<file path="src/hw/lockdown_pkg.sv">
/*
  Constants, command codes and carrier types for the sector protection
  and lockdown command logic. Assumes a 100 MHz system clock.
*/
package lockdown_pkg;

  localparam int          CLK_PERIOD_NS       = 10;
  localparam int          PROG_CYCLE_TIME_US  = 4000;
  localparam int          FREEZE_TIME_US      = 200;
  localparam int          PROG_CYCLES         = PROG_CYCLE_TIME_US * 1000 / CLK_PERIOD_NS;
  localparam int          FREEZE_CYCLES       = FREEZE_TIME_US * 1000 / CLK_PERIOD_NS;

  localparam logic [7:0]  OP_READ_PROT        = 8'h32;
  localparam logic [7:0]  OP_READ_LOCK        = 8'h35;
  localparam logic [31:0] SEQ_LOCKDOWN        = 32'h3d2a7f30;
  localparam logic [31:0] SEQ_FREEZE          = 32'h3455aa40;

  localparam logic [2:0]  DUMMY_BYTES         = 3'h3;
  localparam logic [2:0]  ADDR_BYTES          = 3'h3;
  localparam logic [2:0]  CMD_BYTES           = 3'h4;
  localparam logic [7:0]  BYTE_ON             = 8'hff;
  localparam logic [7:0]  BYTE_OFF            = 8'h00;
  localparam logic [7:0]  HALF_0A             = 8'hc0;
  localparam logic [7:0]  HALF_0B             = 8'h30;
  localparam int          SECTOR_MSB          = 18;
  localparam int          HALF_BIT            = 11;
  localparam int          SUB0_MSB            = 16;

  localparam logic [63:0] LOCK_RESET          = 64'h0;
  localparam logic [63:0] PROT_RESET          = 64'h0;
  localparam logic [31:0] TIMER_WIDTH_ZERO    = 32'h0;

  typedef enum logic [2:0]
  {
    ST_OPCODE = 3'b000,
    ST_DUMMY  = 3'b001,
    ST_READ   = 3'b010,
    ST_CMD    = 3'b011,
    ST_ADDR   = 3'b100,
    ST_IGNORE = 3'b101
  } frame_state_t;

  typedef enum logic [1:0]
  {
    CMD_NONE   = 2'b00,
    CMD_RPROT  = 2'b01,
    CMD_RLOCK  = 2'b10
  } read_sel_t;

  typedef struct packed
  {
    logic       busy;
    logic       lock_cmd_enable_flag;
  } status_t;

endpackage : lockdown_pkg

</file>
<file path="src/hw/sector_protect_lockdown_cmds.sv">
/*
  Command logic for sector protection read, sector lockdown, lockdown read
  and lockdown freeze. Assumes SPI mode 0 pins sampled synchronously to
  I_CLK, with serial clock well below a quarter of the system clock.
*/
`timescale 1ns/100ps

// What this block does
// - Protection bytes 0 to 7 shift out for sectors 0 to 7.
// - Clocks after the eighth protection byte give undefined data.
// - Chip-select release ends a register read and floats the output.
// - Release after the address starts a timed lockdown, busy throughout.
// - Locked sectors reject erase and program; only I_RST unlocks them.
// - Lockdown bytes 0 to 7 shift out for sectors 0 to 7.
// - Lockdown byte reads FFh locked, 00h unlocked for sectors 1 to 7.
// - Byte 0 uses bits 7:6 and 5:4 for halves 0a and 0b.
// - Clocks after the eighth lockdown byte give undefined data.
// - Bytes after the four freeze bytes are ignored.
// - Release after freeze fixes lockdown state and clears the enable flag.
// - After freeze the sector lockdown command is ignored.
// - Protection bytes use FFh/00h, byte 0 split into two halves.
module sector_protect_lockdown_cmds
  import lockdown_pkg::*;
#(
  parameter int PROG_COUNT   = PROG_CYCLES,
  parameter int FREEZE_COUNT = FREEZE_CYCLES
)
(
  input  wire logic        I_CLK,
  input  wire logic        I_RST,
  input  wire logic        I_CS_N,
  input  wire logic        I_SCK,
  input  wire logic        I_SI,
  input  wire logic [63:0] I_PROT,
  input  wire logic [18:0] I_WR_ADDR,
  output logic             O_SO,
  output logic             O_SO_OE_N,
  output logic             O_BUSY,
  output logic             O_LOCK_CMD_ENABLE,
  output logic             O_WR_DENY,
  output logic [63:0]      O_LOCK_STATE
);

  function automatic logic [7:0] sector_byte(input logic [63:0] reg64, input logic [2:0] idx);
    sector_byte = reg64[8'(63 - 8 * idx) -: 8];
  endfunction : sector_byte

  function automatic logic [63:0] lock_mask(input logic [18:0] addr);
    logic [63:0] m;
    logic [2:0]  s;
    m = 64'h0;
    s = addr[SECTOR_MSB -: 3];
    if (s != 3'h0)
      m[8'(63 - 8 * s) -: 8] = BYTE_ON;
    else if (addr[SUB0_MSB:HALF_BIT] == 6'h0)
      m[63 -: 8] = HALF_0A;
    else if (addr[SUB0_MSB:HALF_BIT + 1] == 5'h0)
      m[63 -: 8] = HALF_0B;
    lock_mask = m;
  endfunction : lock_mask

  function automatic logic denied(input logic [63:0] st, input logic [18:0] addr);
    denied = (lock_mask(addr) & st) != 64'h0;
  endfunction : denied

  // Pin edge detection; inputs are already synchronous.
  logic         sck_q;
  logic         cs_q;
  logic         sck_rise;
  logic         sck_fall;
  logic         cs_rise;
  logic         cs_low;

  frame_state_t state;
  frame_state_t next_state;
  read_sel_t    sel;
  read_sel_t    next_sel;
  logic [31:0]  shreg;
  logic [31:0]  next_shreg;
  logic [2:0]   bitcnt;
  logic [2:0]   next_bitcnt;
  logic [2:0]   bytecnt;
  logic [2:0]   next_bytecnt;
  logic [3:0]   outbyte;
  logic [3:0]   next_outbyte;
  logic [1:0]   pend;
  logic [1:0]   next_pend;
  logic [63:0]  lock_state;
  logic [63:0]  next_lock_state;
  logic         frozen;
  logic         next_frozen;
  logic [31:0]  timer;
  logic [31:0]  next_timer;
  logic [18:0]  lock_addr;
  logic [18:0]  next_lock_addr;
  logic         job;
  logic         next_job;
  logic         so;
  logic         next_so;
  logic         so_oe_n;
  logic         next_so_oe_n;
  logic [7:0]   cur_byte;
  logic [7:0]   byte_in;

  assign sck_rise = I_SCK & ~sck_q;
  assign sck_fall = ~I_SCK & sck_q;
  assign cs_rise  = I_CS_N & ~cs_q;
  assign cs_low   = ~I_CS_N;
  assign byte_in  = {shreg[6:0], I_SI};

  always_comb
  begin
    cur_byte = BYTE_OFF;
    if (sel == CMD_RPROT)
      cur_byte = sector_byte(I_PROT, outbyte[2:0]);
    else if (sel == CMD_RLOCK)
      cur_byte = sector_byte(lock_state, outbyte[2:0]);
  end

  always_comb
  begin
    next_state      = state;
    next_sel        = sel;
    next_shreg      = shreg;
    next_bitcnt     = bitcnt;
    next_bytecnt    = bytecnt;
    next_outbyte    = outbyte;
    next_pend       = pend;
    next_lock_state = lock_state;
    next_frozen     = frozen;
    next_timer      = timer;
    next_lock_addr  = lock_addr;
    next_job        = job;
    next_so         = so;
    next_so_oe_n    = so_oe_n;
    if (timer != TIMER_WIDTH_ZERO)
    begin
      next_timer = timer - 32'h1;
      if (timer == 32'h1)
      begin
        if (job)
          next_frozen = 1'b1;
        else
          next_lock_state = lock_state | lock_mask(lock_addr);
      end
    end
    if (cs_rise)
    begin
      next_so_oe_n = 1'b1;
      next_sel     = CMD_NONE;
      next_state   = ST_OPCODE;
      next_bitcnt  = 3'h0;
      next_bytecnt = 3'h0;
      next_outbyte = 4'h0;
      if (timer == TIMER_WIDTH_ZERO)
      begin
        if (pend == 2'b01 && !frozen)
        begin
          next_timer = 32'(PROG_COUNT);
          next_job   = 1'b0;
        end
        else if (pend == 2'b10)
        begin
          next_timer = 32'(FREEZE_COUNT);
          next_job   = 1'b1;
        end
      end
      next_pend = 2'b00;
    end
    else if (cs_low && sck_rise && state != ST_READ)
    begin
      next_shreg  = {shreg[30:0], I_SI};
      next_bitcnt = bitcnt + 3'h1;
      if (bitcnt == 3'h7)
      begin
        next_bytecnt = bytecnt + 3'h1;
        case (state)
          ST_OPCODE:
          begin
            if (byte_in == OP_READ_PROT)
            begin
              next_sel = CMD_RPROT; next_state = ST_DUMMY; next_bytecnt = 3'h0;
            end
            else if (byte_in == OP_READ_LOCK)
            begin
              next_sel = CMD_RLOCK; next_state = ST_DUMMY; next_bytecnt = 3'h0;
            end
            else
              next_state = ST_CMD;
          end
          ST_DUMMY:
            if (bytecnt == DUMMY_BYTES - 3'h1)
            begin
              next_state   = ST_READ;
              next_so_oe_n = 1'b0;
              next_so      = cur_byte[7];
              next_bitcnt  = 3'h0;
            end
          ST_CMD:
            if (bytecnt == CMD_BYTES - 3'h1)
            begin
              next_bytecnt = 3'h0;
              if ({shreg[30:0], I_SI} == SEQ_LOCKDOWN)
                next_state = ST_ADDR;
              else
              begin
                if ({shreg[30:0], I_SI} == SEQ_FREEZE)
                  next_pend = 2'b10;
                next_state = ST_IGNORE;
              end
            end
          ST_ADDR:
            if (bytecnt == ADDR_BYTES - 3'h1)
            begin
              next_lock_addr = {shreg[17:0], I_SI};
              next_pend      = 2'b01;
              next_state     = ST_IGNORE;
            end
          ST_IGNORE:
            next_pend = (pend == 2'b10) ? pend : 2'b00;
          default:
            next_state = ST_OPCODE;
        endcase
      end
    end
    else if (cs_low && sck_fall && state == ST_READ)
    begin
      // Past byte 7 the index wraps to data the host must treat as undefined.
      next_so     = cur_byte[3'h7 - bitcnt];
      next_bitcnt = bitcnt + 3'h1;
      if (bitcnt == 3'h7)
        next_outbyte = outbyte + 4'h1;
    end
  end

  always_ff @(posedge I_CLK or posedge I_RST)
  begin
    if (I_RST)
    begin
      sck_q      <= 1'b0;
      cs_q       <= 1'b1;
      state      <= ST_OPCODE;
      sel        <= CMD_NONE;
      shreg      <= 32'h0;
      bitcnt     <= 3'h0;
      bytecnt    <= 3'h0;
      outbyte    <= 4'h0;
      pend       <= 2'b00;
      lock_state <= LOCK_RESET;
      frozen     <= 1'b0;
      timer      <= 32'h0;
      lock_addr  <= 19'h0;
      job        <= 1'b0;
      so         <= 1'b0;
      so_oe_n    <= 1'b1;
    end
    else
    begin
      sck_q      <= I_SCK;
      cs_q       <= I_CS_N;
      state      <= next_state;
      sel        <= next_sel;
      shreg      <= next_shreg;
      bitcnt     <= next_bitcnt;
      bytecnt    <= next_bytecnt;
      outbyte    <= next_outbyte;
      pend       <= next_pend;
      lock_state <= next_lock_state;
      frozen     <= next_frozen;
      timer      <= next_timer;
      lock_addr  <= next_lock_addr;
      job        <= next_job;
      so         <= next_so;
      so_oe_n    <= next_so_oe_n;
    end
  end

  always_ff @(posedge I_CLK or posedge I_RST)
  begin
    if (I_RST)
    begin
      O_SO              <= 1'b0;
      O_SO_OE_N         <= 1'b1;
      O_BUSY            <= 1'b0;
      O_LOCK_CMD_ENABLE <= 1'b1;
      O_WR_DENY         <= 1'b0;
      O_LOCK_STATE      <= LOCK_RESET;
    end
    else
    begin
      O_SO              <= so;
      O_SO_OE_N         <= so_oe_n;
      O_BUSY            <= next_timer != TIMER_WIDTH_ZERO;
      O_LOCK_CMD_ENABLE <= ~next_frozen;
      O_WR_DENY         <= denied(lock_state, I_WR_ADDR);
      O_LOCK_STATE      <= lock_state;
    end
  end

  a_release_floats: assert property (@(posedge I_CLK) disable iff (I_RST)
    cs_rise |=> ##1 O_SO_OE_N)
    else $error("output not floated after chip-select release");

  a_lock_sticky: assert property (@(posedge I_CLK) disable iff (I_RST)
    (lock_state & ~$past(lock_state)) == 64'h0 || !frozen)
    else $error("lockdown state changed after freeze");

  a_bits_never_clear: assert property (@(posedge I_CLK) disable iff (I_RST)
    ($past(lock_state) & ~lock_state) == 64'h0)
    else $error("locked sector became unlocked");

  a_busy_follows: assert property (@(posedge I_CLK) disable iff (I_RST)
    (cs_rise && pend == 2'b01 && !frozen && timer == 32'h0) |-> ##2 O_BUSY)
    else $error("lockdown did not raise busy");

  a_frozen_ignores: assert property (@(posedge I_CLK) disable iff (I_RST)
    (cs_rise && frozen && pend == 2'b01) |=> timer == $past(timer) - 32'h1 || timer == 32'h0)
    else $error("lockdown accepted after freeze");

  a_enable_drops: assert property (@(posedge I_CLK) disable iff (I_RST)
    (frozen && !$past(frozen)) |=> !O_LOCK_CMD_ENABLE)
    else $error("enable flag not cleared by freeze");

  a_enable_stays: assert property (@(posedge I_CLK) disable iff (I_RST)
    $past(frozen) |-> frozen)
    else $error("freeze undone");

  a_short_frame: assert property (@(posedge I_CLK) disable iff (I_RST)
    (cs_rise && pend == 2'b00 && timer == 32'h0) |=> timer == 32'h0)
    else $error("incomplete frame started a cycle");

  a_byte0_format: assert property (@(posedge I_CLK) disable iff (I_RST)
    lock_state[59:56] == 4'h0)
    else $error("low bits of byte 0 set");

endmodule : sector_protect_lockdown_cmds

</file>
<file path="config.mk">
export PLATFORM = sky130hd
export DESIGN_NAME = sector_protect_lockdown_cmds
export DESIGN_NICKNAME = d
export VERILOG_FILES = /design/src/hw/lockdown_pkg.sv /design/src/hw/sector_protect_lockdown_cmds.sv
export SDC_FILE = /design/constraint.sdc
export NUM_CORES = 1
export LEC_CHECK = 0
export BUFFER_PORTS_ARGS = -buffer_cell sky130_fd_sc_hd__buf_2
export CAP_MARGIN = 10
export CORE_MARGIN = 4
export CORE_UTILIZATION = 60
export DETAILED_ROUTE_END_ITERATION = 16
export PLACE_DENSITY = 0.84
export REMOVE_ABC_BUFFERS = 1
export SETUP_SLACK_MARGIN = 0.1
export SKIP_LAST_GASP = 1
export SLEW_MARGIN = 20
export SYNTH_ARGS = -nofsm -noshare
export SYNTH_HDL_FRONTEND = slang
export SYNTH_SLANG_ARGS = --single-unit
</file>
<file path="constraint.sdc">
create_clock -name I_CLK -period 15.6 [get_ports I_CLK]
set_clock_uncertainty 0.05 [all_clocks]
set_input_delay 2.34 -clock I_CLK [delete_from_list [all_inputs] [get_ports I_CLK]]
set_output_delay 2.34 -clock I_CLK [all_outputs]
set_load 0.02 [all_outputs]
</file>
==> results of run 1 <==
==> layout make-up <==
type                       count  share of cell area (%)
sequential                   218                    49.1
clock buffer                  27                    5.48
timing repair buffer         146                    6.68
clock inverter                12                    1.56
tap                          211                    2.37
multi-input combinational    559                    34.3
inverter                      11                   0.484
==> worst max-delay path, cell delays in order <==
cell	delay, ns
buf_2	0.13
nor4b_2	0.27
buf_4	0.41
and2_1	0.25
o21ai_0	0.10
a22oi_1	0.36
o31ai_1	0.20
mux2_2	0.31
==> routing by layer <==
metal	global-route usage, %	up-vias
li1	-	3186
met1	35.5	3522
met2	40.0	390
met3	5.10	82
met4	9.54	2
met5	0	-
==> final timing paths <==
path | slack [ns] | endpoint | depth (start not counted) | startpoint
setup / recovery | 11.55 | pend[0] | 8 | I_CS_N
hold / removal | 0.32 | O_SO_OE_N | 0 | so_oe_n
setup reg to reg | 11.71 | lock_state[38] | 8 | timer[6]
hold reg to reg | 0.32 | O_SO_OE_N | 0 | so_oe_n
max in group asynchronous | 12.24 | lock_state[8] | 3 | I_RST
min in group asynchronous | 1.93 | O_LOCK_STATE[62] | 2 | I_RST
==> flip-flops by register name, summed over array words and instances (netlist names), 2 cells and up <==
| register | count |
|---|---|
| timer | 32 |
| state | 3 |
| outbyte | 3 |
| bytecnt | 3 |
| pend | 2 |
| lock_state | 60 |
| shreg | 31 |
| O_LOCK_STATE | 60 |
| lock_addr | 8 |
| bitcnt | 3 |
| sel | 2 |
==> cell usage in the layout (no fill, tap or decap), types with 5 or more instances in the layout <==
cell type / synthesis / final
nor4b_1: 6 / 5
clkbuf_16: 0 / 22
o31ai_1: 6 / 6
or2_2: 48 / 48
o21ai_0: 22 / 22
dfrtp_1: 214 / 213
a22oi_1: 6 / 6
mux4_2: 31 / 31
buf_2: 1 / 141
clkinv_2: 0 / 6
nand3_1: 21 / 21
a31oi_1: 5 / 5
nor2_1: 43 / 43
nand4b_1: 5 / 5
nand2b_1: 24 / 24
xor2_1: 10 / 10
inv_1: 10 / 9
nand2_1: 137 / 137
mux2i_1: 6 / 6
nor3_1: 32 / 32
ha_1: 9 / 9
mux2_2: 15 / 15
xnor2_1: 10 / 10
nand4_1: 7 / 7
nor3b_1: 6 / 6
or4_1: 10 / 10
nor2b_1: 9 / 9
a21oi_1: 14 / 14
buf_4: 4 / 5
nor4_1: 23 / 23
==> metrics by stage <==
step | power [mW] | setup slack, ns | cell area [um^2] | cells
3_5_place_dp | 0.687 | 11.05 | 10300 | 1145
6_report | 1.24 | 11.55 | 11100 | 1184
2_1_floorplan | 0.657 | 7.25 | 9310 | 788
3_3_place_gp | 0.684 | 11.06 | 10300 | 1145
4_1_cts | 1.24 | 11.56 | 11100 | 1184
5_1_grt | 1.28 | 11.34 | 11100 | 1184
==> logic make-up after synthesis <==
family | Yosys count
AO/OA/AOI/OAI | 77
buffers and inverters | 42
adder cells (fa/ha/maj) | 9
flip-flops | 218
XOR/XNOR | 20
multiplexers | 52
AND/OR/NAND/NOR | 397
other | 1
==> report_power, final <==
part / switching, mW / internal [mW]
Sequential: 0.0217 / 0.582
Combinational: 0.0453 / 0.0295
Clock: 0.215 / 0.344
Total: 0.282 / 0.955
==> flow_summary.yaml, run 1 <==
logic_synthesis:
  synth-compound-area-share_pct: 5.33
  synth_top_family_by_area: "simple AND/OR/NAND/NOR gates"
  synth-simple-area-share_pct: 22.0
  yosysMostFrequentCell: "dfrtp_1"
  synthTopCellsByArea: "dfrtp_1 (57%), mux4_2 (7.4%), nand2_1 (5.4%)"
  synth_common_cells: "dfrtp_1 (214), nand2_1 (137), or2_2 (48), nor2_1 (43), nor3_1 (32)"
  syn-cell-area_um2: 9440
  synth_ff_type: "dfrtp_1"
  netlist_instances: 816
  yosys.area_share.adder_pct: 1.19
  ys_seq_area_share_pct: 57.9
  synth_xor_area_share_pct: 1.86
  muxShareOfSynthArea_pct: 9.82
  yosysWarnings: 0
  ys_seq_elements: 218
  ys_types: 61
  yosysTopAreaCellShare_pct: 56.7
  synth_edf_count: 0
  yosysTopAreaCell: "dfrtp_1"
  async_flop_share_pct: 100
  syn_avg_cell_area_um2: 11.6
worst_hold_path:
  hold_class: "register to register"
clocking:
  cts.sinks: 218
  ctsResizeCount: 0
  ctsHoldBuffers: 0
  clock_path_buffers: 3
  htreeDepth: 1
  postCtsSetupBuffers: 0
  numCtsBuffers: 22
  root_buffer: "clkbuf_16"
  clk_latency_ns: 0.51
  cts_tree: "yes"
  cts.reportedPaths.clkPinSlew_ns: 0.06
cells_and_area:
  syn2layout_area_growth_pct: 17.8
  diodes: 0
  fin_nets: 1055
  drive_gt1_share_pct: 30.0
  multi_input_area_um2: 3810
  nFillCells: 1012
  utilization_pct: 72.6
  ff_latch_area_um2: 5460
routing:
  wire_per_inst_um: 18.9
  drt_iter0_markers: 695
  via_per_inst: 6.07
  routed_wl_mm: 22.4
  drc: 0
  dr_wl_met2_mm: 10.5
  ant_nets: 0
  top_layer: "met5"
  dr.pass1.iters: 6
  vias: 7182
  wl_met3_mm: 1.90
  route.layer.met1.wl_mm: 9.15
setup_path:
  crit_type: "primary input to register"
  crit_arrival_ns: 4.39
  cp-start-kind: "primary input"
  worstPathRequired_ns: 15.94
  endpoint_kind: "register"
  crit_fanout: 38
sta:
  worstMarginPinSlew_ns: 0.822
  whs_ns: 0.317
  hold_violations: 0
  finalCritPeriodShare_pct: 25.9
  fmax_mhz: 247
  slew_violations: 0
  timing.final.crit_period_ns: 4.05
  rsz0062_at_grt: "no"
  tns_ns: 0
  setup_violations: 0
  max_slew_margin_pct: 45.0
floorplanning:
  num_rows: 45
  ioPinCount: 157
  start_util_pct: 61.6
  die_w_um: 133
  core_um2: 15300
  dieArea_um2: 17800
  die_y_um: 133
power:
  ir_drop_v: 0.0000926
  powerDensity_nw_per_um2: 111
  power_leakage_nw: 5.79
global_route:
  grt_pass1_vias: 7209
  gr-total-overflow: 0
  grt_max_degree: 153
  antenna_found_initial: 1
  grt_pass1_wl_mm: 36.6
  track_usage_pct: 25.4
placed_design:
  gp_congestion: 0.925
  portBuffers: 141
  dp_hpwl_mm: 15.3
job:
  maxCapViolations: 0
status:
  outcome: "complete, no violations"
Power figures use the tool's default switching activity.
==> run 2, diff against run 1 <==
CORE_UTILIZATION = 51   (was 60)
PLACE_DENSITY = 0.76   (was 0.84)
clock period = 3.4 ns   (was 15.6 ns; I/O delays follow)
==> run 2 against run 1 <==
Compared with the run above:
- first-iteration DRC count fell by 35%
- sequential share of layout area fell by 0.82 points
- setup slack got worse by 11 ns
- critical path depth did not move
- critical path type is now register to register
- highest routed layer is now met4
==> flow_summary.yaml, run 2 (same netlist as run 1, synthesis figures left out) <==
status:
  outcome: "complete, no violations"
clocking:
  postCtsSetupBuffers: 0
  ctsHoldBuffers: 0
  cts_tree: "yes"
  clk_latency_ns: 0.50
  cts.sinks: 218
  cts.reportedPaths.clkPinSlew_ns: 0.07
  clock_path_buffers: 3
  numCtsBuffers: 23
  root_buffer: "clkbuf_16"
  ctsResizeCount: 0
  htreeDepth: 1
floorplanning:
  num_rows: 49
  die_w_um: 144
  ioPinCount: 157
  dieArea_um2: 20700
  core_um2: 18100
  start_util_pct: 52.2
  die_y_um: 144
setup_path:
  worstPathRequired_ns: 3.79
  crit_path_cell_trace: "or4_1 -> or3b_4 -> nor3_2 -> and4b_1 -> nor2b_1 -> nor2b_2 -> and3b_1 -> or2_2"
  max_stage_delay_ns: 0.55
  cpLargestDelayFamily: "simple AND/OR/NAND/NOR gates"
  crit_fanout: 8
  slowest_stage: "or4_1"
  endpoint_kind: "register"
  cp-start-kind: "register"
  path_buf_inv: 0
  crit_arrival_ns: 3.46
  crit_type: "register to register"
sta:
  fmax_mhz: 325
  worstMarginPinSlew_ns: 0.756
  setup_violations: 0
  finalCritPeriodShare_pct: 90.4
  slew_violations: 0
  max_slew_margin_pct: 49.6
  whs_ns: 0.105
  rsz0062_at_grt: "no"
  hold_violations: 0
  timing.final.crit_period_ns: 3.07
cells_and_area:
  utilization_pct: 62.5
  fin_nets: 1071
  drive_gt1_share_pct: 31.6
  final_common_cell: "dfrtp_1"
  diodes: 0
  final_cell_area_um2: 11300
  final_cell_mix: "dfrtp_1 (213), buf_2 (141), nand2_1 (136), or2_2 (48), nor2_1 (43)"
  syn2layout_area_growth_pct: 19.8
  reg.largest.list: "O_LOCK_STATE: 60 flops, lock_state: 60 flops, timer: 32 flops"
global_route:
  gr-total-overflow: 0
  grt_pass1_wl_mm: 37.2
  grt_max_degree: 113
  busiest_layer: "met2"
  gr-usage-met3_pct: 4.00
  met1_usage_pct: 31.8
  track_usage_pct: 22.7
  grt_use_met2_pct: 36.9
  grt_pass1_vias: 6949
  antenna_found_initial: 0
routing:
  vias: 7041
  routed_wl_mm: 23.1
  drc: 0
  drt_iter0_markers: 449
  ant_nets: 0
  via_per_inst: 5.78
  dr.pass1.iters: 5
  wire_per_inst_um: 19.0
placed_design:
  dpl_cell_area_um2: 10500
  dp_hpwl_mm: 16.4
  gp_congestion: 0.886
  portBuffers: 141
power:
  powerDensity_nw_per_um2: 503
  power_leakage_nw: 5.87
  ir_drop_v: 0.000578
  total_power_mw: 5.69
job:
  maxCapViolations: 0
worst_hold_path:
  hold_class: "primary input to async pin"
[run 2: cell types whose count changed in the layout (fill, tap and decap cells not counted), sizes merged]
cell / previous run / this run
inv: 10 / 11
clkinvlp: 1 / 4
bufinv: 4 / 3
clkinv: 8 / 7
buf: 146 / 161
[run 2: stage by stage]
step / setup slack [ns] / TNS, ns / instances
floorplan: -3.12 / -714.27 / 788
global placement: 0.263 / 0 / 1178
detailed placement: 0.153 / 0 / 1178
CTS: 0.103 / 0 / 1219
global route: 0.114 / 0 / 1219
finish: 0.327 / 0 / 1219
[run 2: final cells by class]
type | instances | area, um^2
multi-input cells | 559 | 3820
repair buffers | 161 | 893
fillers | 1391 | 6780
clock buffers | 27 | 621
inverters | 11 | 48.8
clock inverters | 14 | 170
flip-flops and latches | 218 | 5460
well taps | 229 | 287
[run 2: routing by layer]
layer  routed length [um]  part of all wire [%]
met5                    0                     0
met1                 9900                    43
met3                 1600                   6.9
met4                  675                   2.9
met2                11000                    47
[run 2: report_power, final]
| group | internal [mW] | switching [mW] |
|---|---|---|
| combinational | 0.141 | 0.208 |
| sequential | 2.67 | 0.0987 |
| clock | 1.54 | 1.03 |
| total | 4.35 | 1.34 |
[run 2: path summary, 6_finish.rpt]
kind | from | end | slack [ns] | depth (start not counted)
min in group I_CLK | I_SCK | sck_q | 0.11 | 1
max reg2reg | timer[27] | lock_state[47] | 0.33 | 8
min reg2reg | so_oe_n | O_SO_OE_N | 0.33 | 0
min | I_RST | O_SO | 0.10 | 2
max | timer[27] | lock_state[47] | 0.33 | 8
max in group asynchronous | I_RST | shreg[1] | 2.39 | 3
